[src/inc/sfb_pkg.sv]
// Constants and types of the serial frame format and baud configuration block
package sfb_pkg;

  // Register addresses on the I/O port
  localparam logic [1:0] ADDR_SHARED    = 2'h0;
  localparam logic [1:0] ADDR_DIV_LOW   = 2'h1;
  localparam logic [1:0] ADDR_CTRL_B    = 2'h2;
  localparam logic [1:0] ADDR_STATUS_A  = 2'h3;

  // Field positions in the shared location
  localparam int SEL_BIT     = 7;
  localparam int MODE_BIT    = 6;
  localparam int PAR_HI_BIT  = 5;
  localparam int PAR_LO_BIT  = 4;
  localparam int STOP_BIT    = 3;
  localparam int SIZE_HI_BIT = 2;
  localparam int SIZE_LO_BIT = 1;
  localparam int POL_BIT     = 0;

  // Field positions in control b and status a
  localparam int SIZE_TOP_BIT  = 2;
  localparam int DBL_BIT       = 1;
  localparam int PERR_BIT      = 2;

  // Reset values
  localparam logic [7:0] FMT_RESET    = 8'h06;
  localparam logic [3:0] DIVH_RESET   = 4'h0;
  localparam logic [7:0] DIVL_RESET   = 8'h00;

  // Divider ratios
  localparam logic [4:0] RATIO_NORMAL = 5'h10;
  localparam logic [4:0] RATIO_DOUBLE = 5'h08;

  typedef enum logic [1:0] {
    sfb_par_off_type_e, sfb_par_rsv_type_e, sfb_par_even_type_e, sfb_par_odd_type_e
  } sfb_parity_type;

  // Decoded configuration handed to the serial engines
  typedef struct packed {
    logic           sync_mode;
    sfb_parity_type parity;
    logic           two_stop;
    logic [3:0]     data_bits;
    logic           clk_pol;
    logic           double_speed;
  } sfb_cfg_type;

  // Processor I/O access
  typedef struct packed {
    logic       wr;
    logic       rd;
    logic [1:0] addr;
    logic [7:0] wdata;
  } sfb_io_type;

endpackage

[src/sfb_baud_gen.sv]
// Baud tick generator fed by the 12-bit divisor
`timescale 1ns/100ps
module sfb_baud_gen (
  // Clock and reset
  input  wire logic        clk_sys,
  input  wire logic        rst_n,
  // Configuration
  input  wire logic [11:0] baud_divisor_value,
  input  wire logic        reload,
  input  wire logic        sync_mode,
  input  wire logic        double_speed,
  // Output
  output logic             bit_tick
);

  logic [11:0] presc;
  logic [4:0]  sub;
  logic [4:0]  ratio;

  // Ratio 16 normal, 8 doubled, sync uses 2
  always_comb begin
    if (sync_mode) begin
      ratio = 5'h02;
    end else if (double_speed) begin
      ratio = sfb_pkg::RATIO_DOUBLE;
    end else begin
      ratio = sfb_pkg::RATIO_NORMAL;
    end
  end

  // Prescaler counts divisor down to zero, then sub counter ratio steps
  always_ff @(posedge clk_sys) begin
    if (!rst_n) begin
      presc    <= 12'h000;
      sub      <= 5'h00;
      bit_tick <= 1'b0;
    end else if (reload) begin
      presc    <= baud_divisor_value;
      sub      <= 5'h00;
      bit_tick <= 1'b0;
    end else if (presc != 12'h000) begin
      presc    <= presc - 12'h001;
      bit_tick <= 1'b0;
    end else begin
      presc <= baud_divisor_value;
      if (sub == ratio - 5'h01) begin
        sub      <= 5'h00;
        bit_tick <= 1'b1;
      end else begin
        sub      <= sub + 5'h01;
        bit_tick <= 1'b0;
      end
    end
  end

  // Tick spacing check in asynchronous mode, normal and double speed
  logic [16:0] gap;
  always_ff @(posedge clk_sys) begin
    if (!rst_n || reload || bit_tick) begin
      gap <= 17'h00000;
    end else begin
      gap <= gap + 17'h00001;
    end
  end

  a_tick_period: assert property (@(posedge clk_sys) disable iff (!rst_n)
    bit_tick && !$past(reload) && !sync_mode && $stable(baud_divisor_value)
      |-> $past(gap) + 17'h1 <= 17'((baud_divisor_value + 1) * ratio))
    else $error("bit tick came late");

  a_reload_clear: assert property (@(posedge clk_sys) disable iff (!rst_n)
    reload |=> !bit_tick && presc == $past(baud_divisor_value))
    else $error("prescaler not reloaded");

endmodule

[src/sfb_cfg_decode.sv]
// Decodes raw format bits into the engine configuration
`timescale 1ns/100ps
module sfb_cfg_decode (
  // Raw fields
  input  wire logic [7:0]  fmt,
  input  wire logic        size_top,
  input  wire logic        dbl,
  // Decoded
  output sfb_pkg::sfb_cfg_type cfg,
  output logic             size_reserved
);

  logic [2:0] code;

  // Character size, parity, stop and clock fields
  always_comb begin
    code           = {size_top, fmt[sfb_pkg::SIZE_HI_BIT:sfb_pkg::SIZE_LO_BIT]};
    cfg.sync_mode  = fmt[sfb_pkg::MODE_BIT];
    cfg.parity     = sfb_pkg::sfb_parity_type'(fmt[sfb_pkg::PAR_HI_BIT:sfb_pkg::PAR_LO_BIT]);
    cfg.two_stop   = fmt[sfb_pkg::STOP_BIT];
    cfg.clk_pol    = fmt[sfb_pkg::POL_BIT];
    cfg.double_speed = dbl & ~fmt[sfb_pkg::MODE_BIT];
    size_reserved  = 1'b0;
    if (code == 3'h7) begin
      cfg.data_bits = 4'h9;
    end else if (code[2]) begin
      cfg.data_bits = 4'h8;
      size_reserved = 1'b1;
    end else begin
      cfg.data_bits = 4'h5 + {2'h0, code[1:0]};
    end
  end

endmodule

[src/sfb_top.sv]
// Frame format and baud register file with parity and clock-edge helpers
`timescale 1ns/100ps
module sfb_top (
  // Clock and reset
  input  wire logic        clk_sys,
  input  wire logic        rst_n,
  // Processor I/O port
  input  wire logic        io_wr,
  input  wire logic        io_rd,
  input  wire logic [1:0]  io_addr,
  input  wire logic [7:0]  io_wdata,
  output logic [7:0]       io_rdata,
  // Transmit engine side
  input  wire logic [8:0]  tx_data,
  output logic [8:0]       tx_data_masked,
  output logic             tx_parity_bit,
  output logic             tx_parity_en,
  output logic [1:0]       tx_stop_bits,
  // Receive engine side
  input  wire logic [8:0]  rx_data,
  input  wire logic        rx_parity_bit,
  input  wire logic        rx_frame_done,
  output logic [8:0]       rx_data_masked,
  // Synchronous serial clock, sampled
  input  wire logic        sync_serial_clock,
  output logic             tx_change_strobe,
  output logic             rx_sample_strobe,
  // Configuration out
  output sfb_pkg::sfb_cfg_type cfg,
  output logic [11:0]      baud_divisor_value,
  output logic             bit_tick,
  output logic             parity_error_flag
);

  logic [7:0]  fmt;
  logic [3:0]  div_high;
  logic [7:0]  div_low;
  logic        size_top;
  logic        dbl;
  logic        reload;
  logic        reload_q;
  logic        size_reserved;
  logic        shared_location_select;
  logic [8:0]  data_mask;
  logic        rx_par_calc;
  logic        rx_mismatch;
  logic        sck_q;
  logic        sck_rise;
  logic        sck_fall;

  assign shared_location_select = io_wdata[sfb_pkg::SEL_BIT];
  assign baud_divisor_value     = {div_high, div_low};
  assign reload = io_wr && io_addr == sfb_pkg::ADDR_DIV_LOW;

  // Shared location write routed by select bit
  always_ff @(posedge clk_sys) begin
    if (!rst_n) begin
      fmt      <= sfb_pkg::FMT_RESET;
      div_high <= sfb_pkg::DIVH_RESET;
    end else if (io_wr && io_addr == sfb_pkg::ADDR_SHARED) begin
      if (shared_location_select) begin
        fmt <= io_wdata;
      end else begin
        div_high <= io_wdata[3:0];
      end
    end
  end

  // Low divisor register
  always_ff @(posedge clk_sys) begin
    if (!rst_n) begin
      div_low <= sfb_pkg::DIVL_RESET;
    end else if (reload) begin
      div_low <= io_wdata;
    end
  end

  // Prescaler reload one cycle late, so it sees the new low byte
  always_ff @(posedge clk_sys) begin
    if (!rst_n) begin
      reload_q <= 1'b0;
    end else begin
      reload_q <= reload;
    end
  end

  // Bits owned here: size top in control b, double speed in status a
  always_ff @(posedge clk_sys) begin
    if (!rst_n) begin
      size_top <= 1'b0;
      dbl      <= 1'b0;
    end else if (io_wr && io_addr == sfb_pkg::ADDR_CTRL_B) begin
      size_top <= io_wdata[sfb_pkg::SIZE_TOP_BIT];
    end else if (io_wr && io_addr == sfb_pkg::ADDR_STATUS_A) begin
      dbl <= io_wdata[sfb_pkg::DBL_BIT];
    end
  end

  // Read alternates: frame format on a read directly after a read there
  logic prev_shared_rd;
  always_ff @(posedge clk_sys) begin
    if (!rst_n) begin
      prev_shared_rd <= 1'b0;
    end else begin
      prev_shared_rd <= io_rd && io_addr == sfb_pkg::ADDR_SHARED && !prev_shared_rd;
    end
  end

  // Read data register
  always_ff @(posedge clk_sys) begin
    if (!rst_n) begin
      io_rdata <= 8'h00;
    end else if (io_rd) begin
      if (io_addr == sfb_pkg::ADDR_SHARED) begin
        if (prev_shared_rd) begin
          io_rdata <= {1'b1, fmt[6:0]};
        end else begin
          io_rdata <= {4'h0, div_high};
        end
      end else if (io_addr == sfb_pkg::ADDR_DIV_LOW) begin
        io_rdata <= div_low;
      end else if (io_addr == sfb_pkg::ADDR_CTRL_B) begin
        io_rdata <= {5'h00, size_top, 2'h0};
      end else begin
        io_rdata <= {5'h00, parity_error_flag, dbl, 1'b0};
      end
    end
  end

  sfb_cfg_decode u_dec (
    .fmt           (fmt),
    .size_top      (size_top),
    .dbl           (dbl),
    .cfg           (cfg),
    .size_reserved (size_reserved)
  );

  sfb_baud_gen u_baud (
    .clk_sys            (clk_sys),
    .rst_n              (rst_n),
    .baud_divisor_value (baud_divisor_value),
    .reload             (reload_q),
    .sync_mode          (cfg.sync_mode),
    .double_speed       (cfg.double_speed),
    .bit_tick           (bit_tick)
  );

  // Data bit mask for the character size
  genvar gi;
  generate
    for (gi = 0; gi < 9; gi++) begin : g_mask
      assign data_mask[gi] = (gi < cfg.data_bits);
    end
  endgenerate

  // Transmit side: masked data, parity and stop count
  always_ff @(posedge clk_sys) begin
    if (!rst_n) begin
      tx_data_masked <= 9'h000;
      tx_parity_bit  <= 1'b0;
      tx_parity_en   <= 1'b0;
      tx_stop_bits   <= 2'h1;
    end else begin
      tx_data_masked <= tx_data & data_mask;
      tx_parity_bit  <= ^(tx_data & data_mask) ^ cfg.parity[0];
      tx_parity_en   <= cfg.parity[1];
      tx_stop_bits   <= cfg.two_stop ? 2'h2 : 2'h1;
    end
  end

  // Receive side: masked data and parity check
  assign rx_par_calc = ^(rx_data & data_mask) ^ cfg.parity[0];
  assign rx_mismatch = cfg.parity[1] && (rx_par_calc != rx_parity_bit);
  always_ff @(posedge clk_sys) begin
    if (!rst_n) begin
      rx_data_masked    <= 9'h000;
      parity_error_flag <= 1'b0;
    end else if (rx_frame_done) begin
      rx_data_masked    <= rx_data & data_mask;
      parity_error_flag <= rx_mismatch;
    end
  end

  // Serial clock edge strobes with polarity select
  always_ff @(posedge clk_sys) begin
    if (!rst_n) begin
      sck_q <= 1'b0;
    end else begin
      sck_q <= sync_serial_clock;
    end
  end
  assign sck_rise = sync_serial_clock && !sck_q;
  assign sck_fall = !sync_serial_clock && sck_q;
  assign tx_change_strobe = cfg.sync_mode && (cfg.clk_pol ? sck_fall : sck_rise);
  assign rx_sample_strobe = cfg.sync_mode && (cfg.clk_pol ? sck_rise : sck_fall);

  a_fmt_write: assert property (@(posedge clk_sys) disable iff (!rst_n)
    io_wr && io_addr == sfb_pkg::ADDR_SHARED && io_wdata[7] |=> fmt == $past(io_wdata)
      && div_high == $past(div_high))
    else $error("frame format write misrouted");

  a_high_write: assert property (@(posedge clk_sys) disable iff (!rst_n)
    io_wr && io_addr == sfb_pkg::ADDR_SHARED && !io_wdata[7] |=> div_high == $past(io_wdata[3:0])
      && fmt == $past(fmt))
    else $error("divisor high write misrouted");

  a_fmt_read: assert property (@(posedge clk_sys) disable iff (!rst_n)
    io_rd && io_addr == sfb_pkg::ADDR_SHARED && prev_shared_rd |=> io_rdata[7])
    else $error("frame format read without select bit");

  a_high_read: assert property (@(posedge clk_sys) disable iff (!rst_n)
    io_rd && io_addr == sfb_pkg::ADDR_SHARED && !prev_shared_rd |=> io_rdata[7:4] == 4'h0)
    else $error("divisor high read with select bit");

  a_par_error: assert property (@(posedge clk_sys) disable iff (!rst_n)
    rx_frame_done |=> parity_error_flag == $past(rx_mismatch))
    else $error("parity error flag wrong");

  a_tx_parity: assert property (@(posedge clk_sys) disable iff (!rst_n)
    ##1 tx_parity_en |-> (^tx_data_masked ^ tx_parity_bit) == $past(cfg.parity[0]))
    else $error("transmit parity wrong");

  a_stop_count: assert property (@(posedge clk_sys) disable iff (!rst_n)
    $past(cfg.two_stop) |-> tx_stop_bits == 2'h2)
    else $error("stop count wrong");

  a_edge_async: assert property (@(posedge clk_sys) disable iff (!rst_n)
    !cfg.sync_mode |-> !tx_change_strobe && !rx_sample_strobe)
    else $error("edge strobe in async mode");

  a_rx_mask: assert property (@(posedge clk_sys) disable iff (!rst_n)
    rx_frame_done && cfg.data_bits == 4'h5 |=> rx_data_masked[8:5] == 4'h0)
    else $error("upper receive bits not zero");

endmodule

[config.mk]
export PLATFORM = sky130hd
export DESIGN_NAME = sfb_top
export DESIGN_NICKNAME = d
export VERILOG_FILES = /design/src/inc/sfb_pkg.sv /design/src/sfb_baud_gen.sv /design/src/sfb_cfg_decode.sv /design/src/sfb_top.sv
export SDC_FILE = /design/constraint.sdc
export NUM_CORES = 1
export LEC_CHECK = 0
export ABC_AREA = 1
export BUFFER_PORTS_ARGS = -buffer_cell sky130_fd_sc_hd__buf_4
export CORE_MARGIN = 5
export CORE_UTILIZATION = 40
export CTS_BUF_LIST = sky130_fd_sc_hd__clkbuf_4
export DETAILED_ROUTE_END_ITERATION = 8
export PLACE_DENSITY = 0.64
export SLEW_MARGIN = 15
export SYNTH_ARGS = -nofsm -noshare
export SYNTH_HDL_FRONTEND = slang
export SYNTH_SLANG_ARGS = --single-unit
[constraint.sdc]
create_clock -name clk_sys -period 1.6 [get_ports clk_sys]
set_input_delay 0.08 -clock clk_sys [delete_from_list [all_inputs] [get_ports clk_sys]]
set_output_delay 0.08 -clock clk_sys [all_outputs]
set_load 0.02 [all_outputs]
==> flow_metrics.tcl <==
set metrics [dict create \
    hold_slack_ps 32.6 \
    htreeDepth 3 \
    synth-seq-area-share_pct 44.6 \
    grt_max_degree 22 \
    synth-seq-cells 73 \
    grt_overflow_total 0 \
    worst_ir_drop_vdd_v 0.000472 \
    die_x_um 101 \
    drv_cap 0 \
    path_clk_slew_ps 120 \
    die-area_um2 10100 \
    final_cells 700 \
    cts_root_buf "clkbuf_4" \
    pre_cts_ws_ps -98.9 \
    fin_nets 628 \
    fmax_ghz 0.634 \
    clock_latency_ps 410 \
    start_kind "flop" \
    slew_headroom_pct 68.3 \
    place.port_buffers 90 \
    cts_buffers 9 \
    status "complete, no violations" \
    synth_edf_count 0 \
    fp.dieH_um 101 \
    via_per_inst 4.80 \
    dp.cells 632 \
    syn-num-nets 483 \
    synth_common_cells "85 x nand2_1, 73 x dfxtp_1, 66 x inv_1, 51 x o21ai_0, 40 x a21oi_1" \
    syn_area_um2 3280 \
    tightest_slew_ps 474 \
    placed_area_um2 4080 \
    place_hpwl_um 6620 \
    drc 0 \
    synth_cells 445 \
    routed_wl_um 9440 \
    synth_ff_type "dfxtp_1" \
    grt_usage_pct 18.7 \
    clkSinkCount 73 \
    route.antenna.remaining_nets 0 \
    ys_warn_count 0 \
    ff_latch_area_um2 1470 \
    synth.area.top_cells "dfxtp_1 45%, nand2_1 9.7%, o21ai_0 7.8%" \
    hold_viol 0 \
    min_path_type "primary input to flop" \
    fin_skew_ps 12.6 \
    post-synth-top-area-cell "dfxtp_1" \
    rsz0062_at_grt "yes" \
    setup_slack_ps 22.0 \
    netlist.area_leader.share_pct 44.6 \
    critPathArrivalTime_ps 1920 \
    cts_tree "yes" \
    cp-end-kind "flop" \
    worstSetupPathType "flop to flop" \
    avgSynthCellArea_um2 7.37 \
    power.density_nw_per_um2 1040 \
    antenna_found_initial 0 \
    syn_to_final_growth_pct 48.7 \
    drt_iter0_drc 140 \
    min_period_ps 1580 \
    start_util_pct 40.5 \
    ys_async_sr_fraction_pct 0 \
    setup_tns_ps 0 \
    ys_types 32 \
    diodes 0 \
    multi_input_area_um2 1590 \
    cp_data_required_time_ps 1940 \
    dr.pass1.iters 4 \
    cts_max_path_buffers 2 \
    ios 91 \
    leakage_nw 2.23 \
    wl_per_cell_um 13.5 \
    drive_above_1_share_pct 29.9 \
    n_fill_cell 762 \
    core_um2 8090 \
    cp_max_fo 4 \
    rows 33 \
    drv_slew 0 \
    yosysMostFrequentCell "nand2_1" \
    first_global_vias 3249 \
    gp_congestion 0.852 \
    design_area_um2 4870 \
    setup_viol 0 \
    grt_first_pass_wirelength_um 15000 \
    vias 3359 \
    min_period_over_period_pct 98.6 \
]
==> placed cells by master, fill, tap and decap left out, drive strengths merged <==
cell type / synthesis / final
a211oi: 1 / 1
a21oi: 40 / 40
a22oi: 2 / 2
a31oi: 8 / 8
a41oi: 3 / 3
buf: 12 / 114
bufinv: 0 / 1
clkbuf: 8 / 9
clkinv: 0 / 3
clkinvlp: 0 / 4
dfxtp: 73 / 73
dlygate4sd3: 0 / 40
ha: 3 / 3
inv: 68 / 67
nand2: 87 / 87
nand3: 23 / 23
nand3b: 3 / 3
nand4: 2 / 2
nor2: 35 / 35
nor3: 5 / 5
o21ai: 51 / 51
o221ai: 2 / 2
o32ai: 1 / 1
or2: 2 / 2
xnor2: 5 / 5
xor2: 11 / 11
==> path summary, 6_finish.rpt <==
kind | startpoint | to | slack (ps) | depth (start not counted)
min | io_addr[1] | io_rdata[1]$_SDFFE_PN0P_ | 30 | 3
max reg2reg | u_baud.presc[1]$_SDFF_PN0_ | u_baud.presc[2]$_SDFF_PN0_ | 20 | 10
min reg2reg | fmt[3]$_SDFFE_PN0P_ | tx_stop_bits[0]$_SDFF_PN1_ | 470 | 1
max | u_baud.presc[1]$_SDFF_PN0_ | u_baud.presc[2]$_SDFF_PN0_ | 20 | 10
==> flip-flops by register name, summed over array words and instances (netlist names), 2 cells and up <==
register        cells
div_high            4
u_baud.sub          5
tx_stop_bits        2
tx_data_masked      9
div_low             8
io_rdata            8
u_baud.presc       12
rx_data_masked      9
fmt                 7
==> power by group <==
part | internal, mW | switching (mW)
logic | 0.844 | 0.946
clock network | 0.472 | 0.681
registers | 2.01 | 0.125
total | 3.33 | 1.75
==> through the flow <==
| step | power [mW] | util, % |
|---|---|---|
| floorplan | 3.06 | - |
| global placement | 3.48 | 50.4 |
| detailed placement | 3.49 | 50.4 |
| CTS | 4.76 | 57.7 |
| global route | 5.41 | 60.2 |
| finish | 5.08 | 60.2 |
==> area by class of cell <==
type | instances | area share [%]
Sequential cell | 73 | 30.2
Inverter | 68 | 5.42
Tap cell | 105 | 2.70
Clock buffer | 9 | 1.39
Timing Repair Buffer | 154 | 26.2
Multi-Input combinational cell | 284 | 32.6
Clock inverter | 7 | 1.46
==> worst max-delay path, stage by stage, from the launching register on <==
cell        delay (ps)
dfxtp_2            330
inv_2               60
ha_4               150
nand3_4             80
nor2_4             160
nand4_4            110
nand2_4            110
clkinvlp_4         110
buf_6              140
buf_6              100
a31oi_1            140
==> logic make-up (layout without fill, tap and decap cells) <==
group | after synthesis | count (layout) | synth area share (%)
AOI/OAI and AO/OA | 108 | 108 | 17.7
and+or+nand+nor | 157 | 157 | 20.9
buffers and inverters | 88 | 238 | 11.4
DFF | 73 | 73 | 44.6
xor gates and xnor gates | 16 | 16 | 4.27
adders and majority gates | 3 | 3 | 1.15
==> timing repair <==
item / CTS / global route
cloned: 0 / 0
hold buffers: 41 / 0
endpoints found under the setup margin: 6 / 19
hold endpoints to repair: 44 / 0
pin swaps: 4 / 16
setup buffers: 3 / 9
resized for setup: 7 / 50
==> per-layer routing <==
| layer | up-vias | track usage, % | share of wire, % |
|---|---|---|---|
| met5 | - | 0 | 0 |
| met4 | 0 | 6.22 | 1.5 |
| met3 | 16 | 4.98 | 6.5 |
| met2 | 83 | 32.3 | 50 |
| met1 | 1530 | 22.5 | 42 |
| li1 | 1730 | - | - |
No activity file was read; power rests on OpenSTA's default activity.
